==> src/irqpf_pkg.sv <==
// Package of the interrupt request pin front end.
// Assumes a single 50 MHz system clock and a synchronous active-high reset.
package irqpf_pkg;

   // ------------------------------------------------------------------
   // Constants
   // ------------------------------------------------------------------
   localparam int unsigned CLK_HZ = 50000000;
   localparam int unsigned NMI_MIN_NS = 20;
   localparam int unsigned NMI_MIN_CYC =
      ((NMI_MIN_NS * (CLK_HZ / 1000000)) + 999) / 1000;
   localparam logic [7:0] NMI_TYPE = 8'h02;
   localparam int unsigned NUM_LINES = 4;
   localparam int unsigned FIRST_ACK_LINE = 2;

   localparam logic [3:0] ADDR_TRIG = 4'h0;
   localparam logic [3:0] ADDR_ACKEN = 4'h1;
   localparam logic [3:0] ADDR_STATUS = 4'h2;
   localparam logic [3:0] ADDR_MASK = 4'h3;
   localparam logic [3:0] ADDR_MODE = 4'h4;
   localparam logic [3:0] ADDR_PEND = 4'h5;

   localparam logic [3:0] RST_TRIG = 4'h0;
   localparam logic [1:0] RST_ACKEN = 2'h0;
   localparam logic [4:0] RST_MASK = 5'h00;
   localparam int unsigned ST_NMI_BIT = 4;

   // ------------------------------------------------------------------
   // Types
   // ------------------------------------------------------------------
   typedef enum logic [1:0] {
      IRQPF_IDLE = 2'b00,
      IRQPF_WAIT_BOUNDARY = 2'b01,
      IRQPF_SERVE = 2'b10
   } irqpf_nmi_state_t;

   typedef struct packed {
      logic [3:0] addr;
      logic [15:0] wdata;
      logic wr;
      logic rd;
   } irqpf_bus_req_t;

   typedef struct packed {
      logic s1;
      logic s2;
      logic prev;
   } irqpf_sync_state_t;

endpackage : irqpf_pkg

==> src/irqpf_top.sv <==
// Interrupt request pin front end: one non-maskable and four maskable lines.
// Assumes a processor core that raises instr_boundary between instructions
// and pulses irq_ack when it takes a maskable interrupt.
//
// Summary of operation
// - The non-maskable input is edge triggered and served as type 2.
// - Nothing software writes can block the non-maskable request.
// - A rising non-maskable edge is served at the next instruction boundary.
// - A caught non-maskable edge is held in a latch until served.
// - A non-maskable pulse of one clock or longer is always recognised.
// - The non-maskable input is synchronised before edge detection.
// - A high level or rising edge on a request line is a request.
// - Every maskable request input is synchronised before use.
// - Lines two and three can be turned irq_line0 active-low acknowledge outputs.
// - Each maskable line is set by software to edge or level triggering.
// - In slave mode the request pins leave their normal request roles.
//
// Local design decisions: the plain strobed port and the placing of the registers.
`timescale 1ns/10ps
module irqpf_top (
   input wire logic clk_sys,
   input wire logic reset,
   input wire logic [3:0] bus_addr,
   input wire logic [15:0] bus_wdata,
   input wire logic bus_wr,
   input wire logic bus_rd,
   output logic [15:0] bus_rdata,
   input wire logic nmi_in,
   input wire logic irq_line0,
   input wire logic irq_line1,
   input wire logic irq_line2,
   input wire logic irq_line3,
   output logic irq_ack_out0,
   output logic irq_ack_out0_oe,
   output logic irq_ack_out1,
   output logic irq_ack_out1_oe,
   input wire logic instr_boundary,
   input wire logic irq_ack,
   input wire logic [1:0] irq_ack_line,
   output logic nmi_take,
   output logic [7:0] nmi_type,
   output logic [3:0] irq_request,
   output logic [3:0] slave_lines,
   output logic irq_out
);

   // ------------------------------------------------------------------
   // State
   // ------------------------------------------------------------------
   typedef struct packed {
      irqpf_pkg::irqpf_nmi_state_t nmi_st;
      logic nmi_latch;
      logic [3:0] trig_edge;
      logic [1:0] ack_en;
      logic slave;
      logic [3:0] edge_pend;
      logic [4:0] status;
      logic [4:0] mask;
      logic [15:0] rdata;
      logic nmi_take;
      logic [3:0] irq_req;
      logic [3:0] slave_lines;
      logic ack0;
      logic ack0_oe;
      logic ack1;
      logic ack1_oe;
      logic irq;
   } irqpf_state_t;

   irqpf_state_t st_q;
   irqpf_state_t st_d;
   irqpf_pkg::irqpf_bus_req_t req;

   logic nmi_level;
   logic nmi_rise;
   logic [3:0] line_raw;
   logic [3:0] line_level;
   logic [3:0] line_rise;

   assign req.addr = bus_addr;
   assign req.wdata = bus_wdata;
   assign req.wr = bus_wr;
   assign req.rd = bus_rd;
   assign line_raw = {irq_line3, irq_line2, irq_line1, irq_line0};

   // ------------------------------------------------------------------
   // Synchronisers
   // ------------------------------------------------------------------
   irqpf_sync u_nmi_sync (
      .clk_sys(clk_sys),
      .reset(reset),
      .async_in(nmi_in),
      .level_out(nmi_level),
      .rise_out(nmi_rise)
   );

   genvar gi;
   generate
      for (gi = 0; gi < irqpf_pkg::NUM_LINES; gi++) begin : g_line
         irqpf_sync u_line_sync (
            .clk_sys(clk_sys),
            .reset(reset),
            .async_in(line_raw[gi]),
            .level_out(line_level[gi]),
            .rise_out(line_rise[gi])
         );
      end
   endgenerate

   // ------------------------------------------------------------------
   // Next state
   // ------------------------------------------------------------------
   always_comb begin
      logic [3:0] is_input;
      logic [3:0] active;
      logic [3:0] ack_hit;
      logic [4:0] ev;
      logic [4:0] clr;
      is_input = 4'h0;
      active = 4'h0;
      ack_hit = 4'h0;
      ev = 5'h00;
      clr = 5'h00;
      st_d = st_q;
      st_d.rdata = 16'h0000;
      st_d.nmi_take = 1'b0;

      // Lines two and three act as inputs unless turned irq_line0 ack outputs.
      is_input = {~st_q.ack_en[1], ~st_q.ack_en[0], 2'b11};
      if (st_q.slave) begin
         is_input = 4'h0;
      end

      // Acknowledge of a maskable line drops its pending edge.
      if (irq_ack) begin
         ack_hit[irq_ack_line] = 1'b1;
      end

      // Set wins over clear so an edge in the ack cycle survives.
      st_d.edge_pend = (st_q.edge_pend & ~ack_hit)
         | (line_rise & is_input);
      for (int i = 0; i < 4; i++) begin
         if (st_q.trig_edge[i]) begin
            active[i] = st_q.edge_pend[i] & is_input[i];
         end else begin
            // Level lines rely on the requester holding until acked.
            active[i] = line_level[i] & is_input[i];
         end
      end
      st_d.irq_req = active;
      st_d.slave_lines = st_q.slave ? line_level : 4'h0;

      // Non-maskable path: no mask bit is consulted anywhere here.
      case (st_q.nmi_st)
         irqpf_pkg::IRQPF_IDLE: begin
            if (nmi_rise) begin
               st_d.nmi_latch = 1'b1;
               st_d.nmi_st = irqpf_pkg::IRQPF_WAIT_BOUNDARY;
            end
         end
         irqpf_pkg::IRQPF_WAIT_BOUNDARY: begin
            if (instr_boundary) begin
               st_d.nmi_st = irqpf_pkg::IRQPF_SERVE;
               st_d.nmi_take = 1'b1;
            end
         end
         irqpf_pkg::IRQPF_SERVE: begin
            // A new edge during service stays pending for the next round.
            st_d.nmi_latch = nmi_rise;
            st_d.nmi_st = nmi_rise ? irqpf_pkg::IRQPF_WAIT_BOUNDARY
                                   : irqpf_pkg::IRQPF_IDLE;
         end
         default: begin
            st_d.nmi_st = irqpf_pkg::IRQPF_IDLE;
         end
      endcase

      // Acknowledge outputs are driven low for one cycle per ack.
      st_d.ack0_oe = st_q.ack_en[0] & ~st_q.slave;
      st_d.ack1_oe = st_q.ack_en[1] & ~st_q.slave;
      st_d.ack0 = ~(irq_ack & st_d.ack0_oe);
      st_d.ack1 = ~(irq_ack & st_d.ack1_oe);

      // Sticky status: events of the four lines and the NMI.
      ev = {nmi_rise, line_rise & is_input};
      if (req.wr && req.addr == irqpf_pkg::ADDR_TRIG) begin
         st_d.trig_edge = req.wdata[3:0];
      end else if (req.wr && req.addr == irqpf_pkg::ADDR_ACKEN) begin
         st_d.ack_en = req.wdata[1:0];
      end else if (req.wr && req.addr == irqpf_pkg::ADDR_STATUS) begin
         clr = req.wdata[4:0];
      end else if (req.wr && req.addr == irqpf_pkg::ADDR_MASK) begin
         st_d.mask = req.wdata[4:0];
      end else if (req.wr && req.addr == irqpf_pkg::ADDR_MODE) begin
         st_d.slave = req.wdata[0];
      end
      st_d.status = (st_q.status & ~clr) | ev;
      st_d.irq = |(st_d.status & st_d.mask);

      if (req.rd && req.addr == irqpf_pkg::ADDR_TRIG) begin
         st_d.rdata = {12'h000, st_q.trig_edge};
      end else if (req.rd && req.addr == irqpf_pkg::ADDR_ACKEN) begin
         st_d.rdata = {14'h0000, st_q.ack_en};
      end else if (req.rd && req.addr == irqpf_pkg::ADDR_STATUS) begin
         st_d.rdata = {11'h000, st_q.status};
      end else if (req.rd && req.addr == irqpf_pkg::ADDR_MASK) begin
         st_d.rdata = {11'h000, st_q.mask};
      end else if (req.rd && req.addr == irqpf_pkg::ADDR_MODE) begin
         st_d.rdata = {15'h0000, st_q.slave};
      end else if (req.rd && req.addr == irqpf_pkg::ADDR_PEND) begin
         st_d.rdata = {7'h00, st_q.nmi_latch, st_q.irq_req, line_level};
      end
   end

   // ------------------------------------------------------------------
   // Registers
   // ------------------------------------------------------------------
   always_ff @(posedge clk_sys) begin
      if (reset) begin
         st_q <= '0;
         st_q.nmi_st <= irqpf_pkg::IRQPF_IDLE;
         st_q.trig_edge <= irqpf_pkg::RST_TRIG;
         st_q.ack_en <= irqpf_pkg::RST_ACKEN;
         st_q.mask <= irqpf_pkg::RST_MASK;
         st_q.ack0 <= 1'b1;
         st_q.ack1 <= 1'b1;
      end else begin
         st_q <= st_d;
      end
   end

   assign bus_rdata = st_q.rdata;
   assign nmi_take = st_q.nmi_take;
   assign nmi_type = irqpf_pkg::NMI_TYPE;
   assign irq_request = st_q.irq_req;
   assign slave_lines = st_q.slave_lines;
   assign irq_ack_out0 = st_q.ack0;
   assign irq_ack_out0_oe = st_q.ack0_oe;
   assign irq_ack_out1 = st_q.ack1;
   assign irq_ack_out1_oe = st_q.ack1_oe;
   assign irq_out = st_q.irq;
endmodule // irqpf_top

==> src/irqpf_sync.sv <==
// Two-flop synchroniser with rising edge detect on the synchronised copy.
// Assumes the input may change at any time relative to clk_sys.
`timescale 1ns/10ps
module irqpf_sync (
   input wire logic clk_sys,
   input wire logic reset,
   input wire logic async_in,
   output logic level_out,
   output logic rise_out
);
   irqpf_pkg::irqpf_sync_state_t st_q;
   irqpf_pkg::irqpf_sync_state_t st_d;

   always_comb begin
      st_d = st_q;
      st_d.s1 = async_in;
      st_d.s2 = st_q.s1;
      st_d.prev = st_q.s2;
   end

   always_ff @(posedge clk_sys) begin
      if (reset) begin
         st_q <= '0;
      end else begin
         st_q <= st_d;
      end
   end

   assign level_out = st_q.s2;
   // Current synchronised sample against the previous one.
   assign rise_out = st_q.s2 & ~st_q.prev;
endmodule // irqpf_sync

==> config.mk <==
export PLATFORM = sky130hd
export DESIGN_NAME = irqpf_top
export DESIGN_NICKNAME = d
export VERILOG_FILES = /design/src/irqpf_pkg.sv /design/src/irqpf_top.sv /design/src/irqpf_sync.sv
export SDC_FILE = /design/constraint.sdc
export NUM_CORES = 1
export LEC_CHECK = 0
export ABC_AREA = 1
export BUFFER_PORTS_ARGS = -buffer_cell sky130_fd_sc_hd__buf_2
export CAP_MARGIN = 20
export CORE_ASPECT_RATIO = 1.1
export CORE_UTILIZATION = 45
export CTS_CLUSTER_DIAMETER = 120
export DETAILED_ROUTE_END_ITERATION = 6
export GPL_TIMING_DRIVEN = 1
export PLACE_DENSITY = 0.77
export SLEW_MARGIN = 15
export SYNTH_ARGS = -nofsm -noshare
export SYNTH_HDL_FRONTEND = slang
export SYNTH_SLANG_ARGS = --single-unit
==> constraint.sdc <==
create_clock -name clk_sys -period 1.4 [get_ports clk_sys]
set_input_delay 0.07 -clock clk_sys [delete_from_list [all_inputs] [get_ports clk_sys]]
set_output_delay 0.07 -clock clk_sys [all_outputs]
set_load 0.02 [all_outputs]
==> metrics.txt, run 1 <==
Fin. Hold Viols=0; GPL Wtd Cong=0.8759; n_diodes=0; Hold Buf Count CTS=7; final setup TNS=0 ps; P_leak=1.355 nW; EDFF count, synth=0; post-CTS sizing=0; Die Ht=81.26 microns; pwr/cell area=1182 mW/mm^2; wire per inst=11.34 microns; Post-CTS Setup Bufs=0; Power Total=3.465 mW; nets@finish=405; Die X=74.06 microns; clock buffer depth=2; Syn Std Cell Area=0.002570 sq mm; unrepaired setup endpoints after global routing=no; Top delay family on crit path=simple AND/OR/NAND/NOR gates; R2R depth=7; clock latency on the worst-skew pair=340 ps; crit path time final=1189 ps; end of the worst register-to-register path=irq_out; crit path buf inv count=0; TritonCTS Buffers=9; Worst Setup SP=st_q[44]; Worst path max stage delay=440 ps; vias in the first global route=1854; placed instance area=0.002694 sq mm; Async SR Flop Fraction=0%; worst flop-to-flop path startpoint=st_q[44]; fin area=0.002932 sq mm; Via Count=2080; utilization after layout=53.99%; drt pass-1 iters=4; WHS Path Cells=3; worst hold slack=56.10 ps; dpl ws=184.7 ps; Clock Pin Slew Worst Setup and Hold Paths=70 ps; starting density of the core=47.33%; Max Cap Violations=0; Data required, critical path=1630 ps; Routed Antenna Nets=0; pin count of the biggest net entering global routing=24; status=completed; min-delay src=bus_wdata[2]; flops & latches, synth=62; Final HPWL DP=3847 microns; GRT overflow=0; CTS root buffer=clkbuf_8; DR vias/cell=4.602; Arr. time, crit path=1420 ps; Hold Crit Class=input port to flip-flop; first-pass GRT wire length=8321 microns; Crit-path slowest cell=dfxtp_1; layout cells sized above 1=20.69%; IO buf count=44; Die ar.=0.006018 sq mm; flop-to-flop setup slack=210 ps; crit start category=flip-flop; Setup crit end kind=flip-flop; CTS tree=done; crit path max fanout=6; predominant post-synthesis flop cell=dfxtp_1; final setup vio count=0; routed wire length=5127 microns; Total Routing Usage GR=18.81%; fin cells=452; Worst Clk Skew=6.803 ps; H-tree levels=3; clock sinks=62; period utilisation layout=84.90%; area delta synth->final=14.07%; Final Max Slew Viols=0; initial antenna violation count=0; total core area=0.005430 sq mm; kind of critical path=flip-flop to flip-flop; max frequency=841.4 MHz; Seq/Total Area, Yosys=48.30%; number of DRC markers in iteration 0=160; ordered list of cells on the worst path=nor2_1 -> nand2_1 -> nand2_1 -> nand2_1 -> nand3_1 -> nor2_1 -> nor2_1; maximum vdd drop=0.7273 mV; hold worst-path end=st_q[49]; I/O pin cnt=71; Rows=28; Post-route DRC=0; synthesized area per cell=7.764 sq um; Yosys warnings=0; Syn Inst Count=331; setup ws final=211.5 ps; Netlist cell types=29; dpl cells=429
tightest hold or removal path, delay by kind of cell:
kind | cells | cell delay (ps)
AOI/OAI and AO/OA | 2 | 200
buffers and inverters | 1 | 100
layout make-up:
type | instances | area [sq um]
clock buffer | 12 | 145.1
clock inverter | 4 | 22.52
fill | 538 | 2499
inverter | 54 | 202.7
multi-input combinational | 189 | 898.4
sequential | 62 | 1241
tap | 75 | 93.84
timing repair buffer | 56 | 327.8
routing by layer:
metal | GRT usage (%) | routed length (microns)
met4 | 8.077 | 84
met1 | 22.85 | 2282
met5 | 0 | 0
met2 | 30.09 | 2432
met3 | 6.328 | 329
report_power, final:
| part | switching [mW] | internal [mW] |
|---|---|---|
| Clock | 0.653 | 0.681 |
| Combinational | 0.197 | 0.0954 |
| Sequential | 0.0243 | 1.81 |
| Total | 0.874 | 2.59 |
synth_stat cells (2+ instances only):
master    count  area share [%]
a21oi_1      20             3.9
o21ai_0      13             2.5
a211oi_1      2            0.58
nor3_1        3            0.58
inv_2         4            0.58
nand3_2       4             1.6
conb_1        2            0.29
a41oi_1       2            0.68
o21a_1        2            0.58
nand2_1      50             7.3
nand4_1       8             1.9
o21ai_1       2            0.39
buf_2         2            0.39
nor2_4        2            0.88
buf_1         3            0.44
nand3_1       5            0.97
dfxtp_1      62              48
nor2_2        2            0.49
buf_4        32             9.3
inv_1        50             7.3
nor2_1       51             7.4
nor4_1        2            0.49
o31ai_1       2            0.58
layout by cell type (no fill, tap or decap), drive strengths merged:
cell and n:
dfxtp 62, nor2 55, inv 54, nand2 51, buf 49, a21oi 20
conb 15, o21ai 15, clkbuf 12, nand3 10, nand4 8, dlygate4sd3 7
nor3 3, clkinv 3, a41oi 3, a211oi 2, o31ai 2, o21a 2
nor4 2, o211ai 1, clkinvlp 1
how the worst max path moves through the flow:
stage / to / depth (start not counted)
floorplan: irq_out / 7
global placement: bus_rdata[2] / 7
detailed placement: irq_out / 9
CTS: irq_out / 7
global route: irq_out / 7
finish: irq_out / 7
flip-flops by register name, summed over array words and instances (netlist names):
name and flops:
slave_lines 4, irq_out 1, nmi_take 1, irq_request 4, g_line.u_line_sync.level_out 4, irq_ack_out1_oe 1, irq_ack_out1 1, irq_ack_out0 1
g_line.u_line_sync.st_d 4, irq_ack_out0_oe 1, g_line.u_line_sync.st_q 4, u_nmi_sync.st_d 1, u_nmi_sync.st_q 1, u_nmi_sync.level_out 1, st_q 24, bus_rdata 9
cell families after synthesis:
logic type	after synthesis	share of synthesized area, %
AND/OR/NAND/NOR	129	22.59
other	2	0.2922
flip-flops	62	48.30
buffers and inverters	93	18.65
AO/OA/AOI/OAI	45	10.18
Note: power is estimated with default switching activity, not from simulation.
==> run 2, diff against run 1 <==
clock period = 1.2 ns   (was 1.4 ns; I/O delays follow)
==> run 2 against run 1 <==
  * Sequential cell count unchanged
  * Clock skew is 0.85 ps higher
  * Count of clock-buffer cells in the layout rose by 1
  * Critical path depth increased by 1
  * Die area is the same
  * Via count about the same
  * Global-route usage is 1.1 points higher
  * Combinational power is 18% higher
  * First-iteration DRC count increased by 1.9%
  * Worst hold slack worse by 3.2 ps
==> metrics.txt, run 2 (synthesis results as in run 1) <==
maximum vdd drop=0.9837 mV (+35%); DR vias/cell=4.577 (-0.54%); Die Ht=81.26 microns (unchanged); Worst Clk Skew=7.655 ps (+0.8523 ps); Crit-path slowest cell=dfxtp_1; area delta synth->final=15.34%; IO buf count=44 (unchanged); Power Total=4.117 mW (+19%); ordered list of cells on the worst path=inv_1 -> nor2_1 -> nand2_1 -> nand2_1 -> nand2_1 -> nand3_1 -> nor2_1 -> nor2_1; I/O pin cnt=71 (unchanged); clock buffer depth=2 (unchanged); kind of critical path=flip-flop to flip-flop; wire per inst=11.68 microns (+3.0%); Total Routing Usage GR=19.95% (+1.1 points); P_leak=1.366 nW (+0.81%); crit start category=flip-flop; GRT overflow=0 (unchanged); CTS root buffer=clkbuf_8; Clock Pin Slew Worst Setup and Hold Paths=70 ps (about the same); met1 GRT Util=22.92% (+0.077 points); vias in the first global route=1946 (+5.0%); Worst path max stage delay=370 ps (-70 ps); flop-to-flop setup slack=90 ps (-120 ps); crit path max fanout=4 (-2); R2R depth=8 (+1); GRT Max-Usage Layer=met2; H-tree levels=3 (unchanged); Setup crit end kind=flip-flop; crit path buf inv count=1 (+1); unrepaired setup endpoints after global routing=no; Final HPWL DP=3856 microns (+0.23%); Die X=74.06 microns (unchanged); nets@finish=407 (+0.49%); drt pass-1 iters=5 (+1); Max Cap Violations=0 (unchanged); Via Count=2078 (-0.096%); period utilisation layout=92.61% (+7.7 points); pin count of the biggest net entering global routing=29 (+21%); met3 usage=5.459% (-0.87 points); first-pass GRT wire length=8776 microns (+5.5%); most frequent cells in the layout=61 x dfxtp_1, 51 x nor2_1, 50 x nand2_1, 49 x inv_1, 44 x buf_2; end of the worst register-to-register path=irq_out; Final Max Slew Viols=0 (unchanged); WHS Path Cells=3 (unchanged); CP endpoint=irq_out; starting density of the core=47.33% (unchanged); number of DRC markers in iteration 0=163 (+1.9%); Top delay family on crit path=simple AND/OR/NAND/NOR gates; Hold Crit Class=input port to flip-flop; worst flop-to-flop path startpoint=g_line[1].u_line_sync.level_out; CTS tree=done; TritonCTS Buffers=9 (unchanged); n_diodes=0 (unchanged); crit path time final=1111 ps (-77.17 ps); pwr/cell area=1389 mW/mm^2 (+18%); Data required, critical path=1480 ps (-150 ps); Post-route DRC=0 (unchanged); Fin. Hold Viols=0 (unchanged); Arr. time, crit path=1390 ps (-30 ps); fin area=0.002964 sq mm (+1.1%); final setup vio count=0 (unchanged); number of flip-flops in the largest register=24 (unchanged); total core area=0.005430 sq mm (unchanged); routed wire length=5304 microns (+3.5%); Global Route met2 Usage=33.64% (+3.5 points); Die ar.=0.006018 sq mm (unchanged); initial antenna violation count=0 (unchanged); clock sinks=62 (unchanged); clock latency on the worst-skew pair=340 ps (about the same); Routed Antenna Nets=0 (unchanged); Biggest register=st_q; layout cells sized above 1=21.37% (+0.68 points); commonest non-fill, non-tap cell in the layout=dfxtp_1; max frequency=899.8 MHz (+6.9%); Rows=28 (unchanged); final setup TNS=0 ps (unchanged); status=completed; Worst Setup SP=g_line[1].u_line_sync.level_out; GPL Wtd Cong=0.8609 (-1.7%); critical path depth in cells=8 (+1); placed instance area=0.002701 sq mm (+0.28%)
## run 2: per-layer routing
layer	wire length [microns]	vias to the layer above	share of wire [%]
met5	0	-	0
met4	118	0	2.2
met3	288	11	5.4
met2	2599	72	49
met1	2298	919	43
li1	-	1076	-
## run 2: worst min-delay path by stage
stage / from / end
6_report: irq_ack_line[1] / st_q[41]
3_5_place_dp: irq_line0 / g_line[0].u_line_sync.st_d[1]
4_1_cts: irq_ack_line[1] / st_q[41]
2_1_floorplan: irq_ack / irq_ack_out0
5_1_grt: irq_ack_line[1] / st_q[41]
3_3_place_gp: nmi_in / u_nmi_sync.st_d[1]
## run 2: power by group
| part | total [mW] | internal, mW | switching (mW) |
|---|---|---|---|
| clock network | 1.63 | 0.860 | 0.767 |
| logic | 0.345 | 0.115 | 0.230 |
| registers | 2.15 | 2.12 | 0.0286 |
| total | 4.12 | 3.09 | 1.03 |
## run 2: worst reg2reg max path, stage by stage, from the launching register on
cell and delay, ps:
dfxtp_1 370, inv_1 110, nor2_1 180, nand2_1 100
nand2_1 80, nand2_1 50, nand3_1 60, nor2_1 50
nor2_1 70
## run 2: final cells by class
cell class / instances / area, sq um
fillers: 515 / 2466
flip-flops and latches: 62 / 1242
multi-input cells: 189 / 898.4
repair buffers: 58 / 345.3
inverters: 54 / 206.4
clock buffers: 13 / 158.9
well taps: 75 / 93.84
clock inverters: 3 / 18.77
## run 2: repair_timing
item                                   CTS  global route
resized for setup                        0             2
buffers inserted                         0             0
hold buffers                             8             0
endpoints found under the hold margin   12             0
setup endpoints to repair                0             3
## run 2: per-stage QoR
stage / setup WS, ps / std cells / hold slack, ps / utilization (%)
after floorplan: 262.2 / 344 / 128.7 / -
after global placement: 34.07 / 430 / 261.4 / 49.75
after detailed placement: 13.91 / 430 / 272.0 / 49.75
after CTS: 18.13 / 454 / 43.77 / 54.49
after global routing: 10.18 / 454 / 67.12 / 54.59
final: 88.62 / 454 / 52.89 / 54.59
==> run 3, diff against run 2 <==
==> constraint.sdc (replaced) <==
create_clock -name clk_sys -period 1.25 [get_ports clk_sys]
set_input_delay 0.25 -clock clk_sys [delete_from_list [all_inputs] [get_ports clk_sys]]
set_output_delay 0.25 -clock clk_sys [all_outputs]
set_load 0.02 [all_outputs]
==> run 3 against run 2 <==
  * Sequential share of layout area decreased by 0.52 points
  * Core utilization up 0.69 points
  * Global-route usage fell by 0.94 points
  * Critical path depth is 1 lower
  * Sequential cell count stayed put
  * Fmax rose by 1.4%
  * Critical endpoint unchanged
==> metrics.txt, run 3 (synthesis results as in run 1) <==
status=completed; Fin. Hold Viols=0 (unchanged); final setup vio count=0 (unchanged); drt pass-1 iters=4 (-1); Data required, critical path=1470 ps (about the same); number of DRC markers in iteration 0=154 (-5.5%); GPL Wtd Cong=0.8541 (-0.79%); utilization after layout=55.28% (+0.69 points); Final Max Slew Viols=0 (unchanged); Crit-path slowest cell=dfxtp_2; clock latency on the worst-skew pair=330 ps (about the same); crit path buf inv count=0 (-1); number of flip-flops in the largest register=24 (unchanged); Switch Pwr=0.9275 mW (-9.6%); max frequency=912.1 MHz (+1.4%); fin cells=457 (+0.66%); Hold Buf Count CTS=0 (-8); kind of critical path=flip-flop to flip-flop; IO buf count=44 (unchanged); CTS root buffer=clkbuf_8; Hold Crit Class=input port to flip-flop; commonest non-fill, non-tap cell in the layout=dfxtp_1; crit path max fanout=6 (+2); DR vias/cell=4.521 (-1.2%); routed wire length=5034 microns (-5.1%); Max Cap Violations=0 (unchanged); Die ar.=0.006018 sq mm (unchanged); H-tree levels=3 (unchanged); TritonCTS Buffers=9 (unchanged); Routed Antenna Nets=0 (unchanged); nets@finish=412 (+1.2%); total core area=0.005430 sq mm (unchanged); P_int=3.162 mW (+2.3%); Die Ht=81.26 microns (unchanged); Worst Clk Skew=6.259 ps (-1.396 ps); Worst path max stage delay=390 ps (+20 ps); Total Routing Usage GR=19.01% (-0.94 points); maximum vdd drop=0.8309 mV (-16%); Via Count=2066 (-0.58%); clock buffer depth=2 (unchanged); initial antenna violation count=0 (unchanged); Biggest register=st_q; clock sinks=62 (unchanged); wire per inst=11.02 microns (-5.7%); unrepaired setup endpoints after global routing=no; n_diodes=0 (unchanged); starting density of the core=47.33% (unchanged); crit start category=flip-flop; Filler cells=531 (+3.1%); CTS tree=done; layout cells sized above 1=23.82% (+2.4 points); setup ws final=153.6 ps (+64.95 ps); Rows=28 (unchanged); Die X=74.06 microns (unchanged); crit path time final=1096 ps (-14.95 ps); pin count of the biggest net entering global routing=30 (+3.4%); most frequent cells in the layout=61 x dfxtp_1, 51 x nor2_1, 50 x inv_1, 50 x nand2_1, 44 x buf_2; Top delay family on crit path=simple AND/OR/NAND/NOR gates; Switching Fraction=22.68% (-2.2 points); first-pass GRT wire length=8369 microns (-4.6%); Reg power frac=50.4% (-1.7 points); GRT overflow=0 (unchanged); combinational power share=8.4% (about the same); dpl ws=-112.6 ps (-126.5 ps); vias in the first global route=1838 (-5.5%); Setup crit end kind=flip-flop; pwr/cell area=1362 mW/mm^2 (-1.9%); placed instance area=0.002811 sq mm (+4.1%); Clock Pin Slew Worst Setup and Hold Paths=60 ps (about the same); Clk pwr share=41.3% (+1.8 points); Arr. time, crit path=1320 ps (-70 ps); P_leak=1.410 nW (+3.2%); area delta synth->final=16.80%; ordered list of cells on the worst path=nor2_1 -> nand2_1 -> nand2_1 -> nand2_1 -> nand3_1 -> nor2_1 -> nor2_1; period utilisation layout=87.71% (-4.9 points); fin area=0.003002 sq mm (+1.3%); I/O pin cnt=71 (unchanged); Post-route DRC=0 (unchanged); Final HPWL DP=3903 microns (+1.2%); dpl cells=443 (+3.0%)
==> run 3: what timing repair did <==
| action | in CTS | in global routing |
|---|---|---|
| setup buffers | 0 | 0 |
| hold endpoints to repair | 0 | 0 |
| endpoints found under the setup margin | 0 | 1 |
| resized for setup | 0 | 1 |
==> run 3: area by class of cell <==
| type | count | area, sq um | area share (%) |
|---|---|---|---|
| sequential | 62 | 1242 | 41.39 |
| timing repair buffer | 63 | 375.4 | 12.51 |
| inverter | 54 | 202.7 | 6.753 |
| multi-input combinational | 189 | 898.4 | 29.93 |
| clock inverter | 1 | 30.03 | 1.000 |
| clock buffer | 13 | 158.9 | 5.294 |
| tap | 75 | 93.84 | 3.126 |
==> run 3: power groups by stage <==
stage | sequential [mW] | combinational (mW) | clock (mW)
finish | 2.06 | 0.342 | 1.69
CTS | 2.06 | 0.343 | 1.72
floorplan | 2.10 | 0.252 | 0
global route | 2.06 | 0.386 | 1.84
global placement | 2.10 | 0.336 | 0
detailed placement | 2.10 | 0.341 | 0
==> run 3: worst register-to-register path, delay by kind of cell, from the launching register on <==
| kind | cells | cell delay [ps] |
|---|---|---|
| flip-flops | 1 | 390 |
| AND/OR/NAND/NOR | 7 | 610 |
==> run 3: path summary, 6_finish.rpt <==
check	depth (start not counted)	end	start	slack, ps
setup reg to reg	7	irq_out	st_q[44]	150
hold reg to reg	2	g_line[3].u_line_sync.level_out	g_line[3].u_line_sync.st_d[1]	400
setup / recovery	7	irq_out	st_q[44]	150
hold / removal	3	g_line[3].u_line_sync.st_d[1]	irq_line3	120
==> run 3: through the flow <==
| stage | hold slack (ps) | power, mW | setup TNS [ps] |
|---|---|---|---|
| 2_1_floorplan | 318.7 | 2.349 | 0 |
| 3_3_place_gp | 391.8 | 2.437 | -487.8 |
| 3_5_place_dp | 393.2 | 2.444 | -862.4 |
| 4_1_cts | 115.3 | 4.125 | 0 |
| 5_1_grt | 119.4 | 4.284 | 0 |
| 6_report | 121.6 | 4.089 | 0 |
==> run 3: routing by layer <==
metal	track usage, %	vias up	routed length (microns)
met2	30.45	65	2430
li1	-	1076	-
met4	9.231	0	82
met1	23.58	916	2218
met5	0	-	0
met3	4.839	9	302
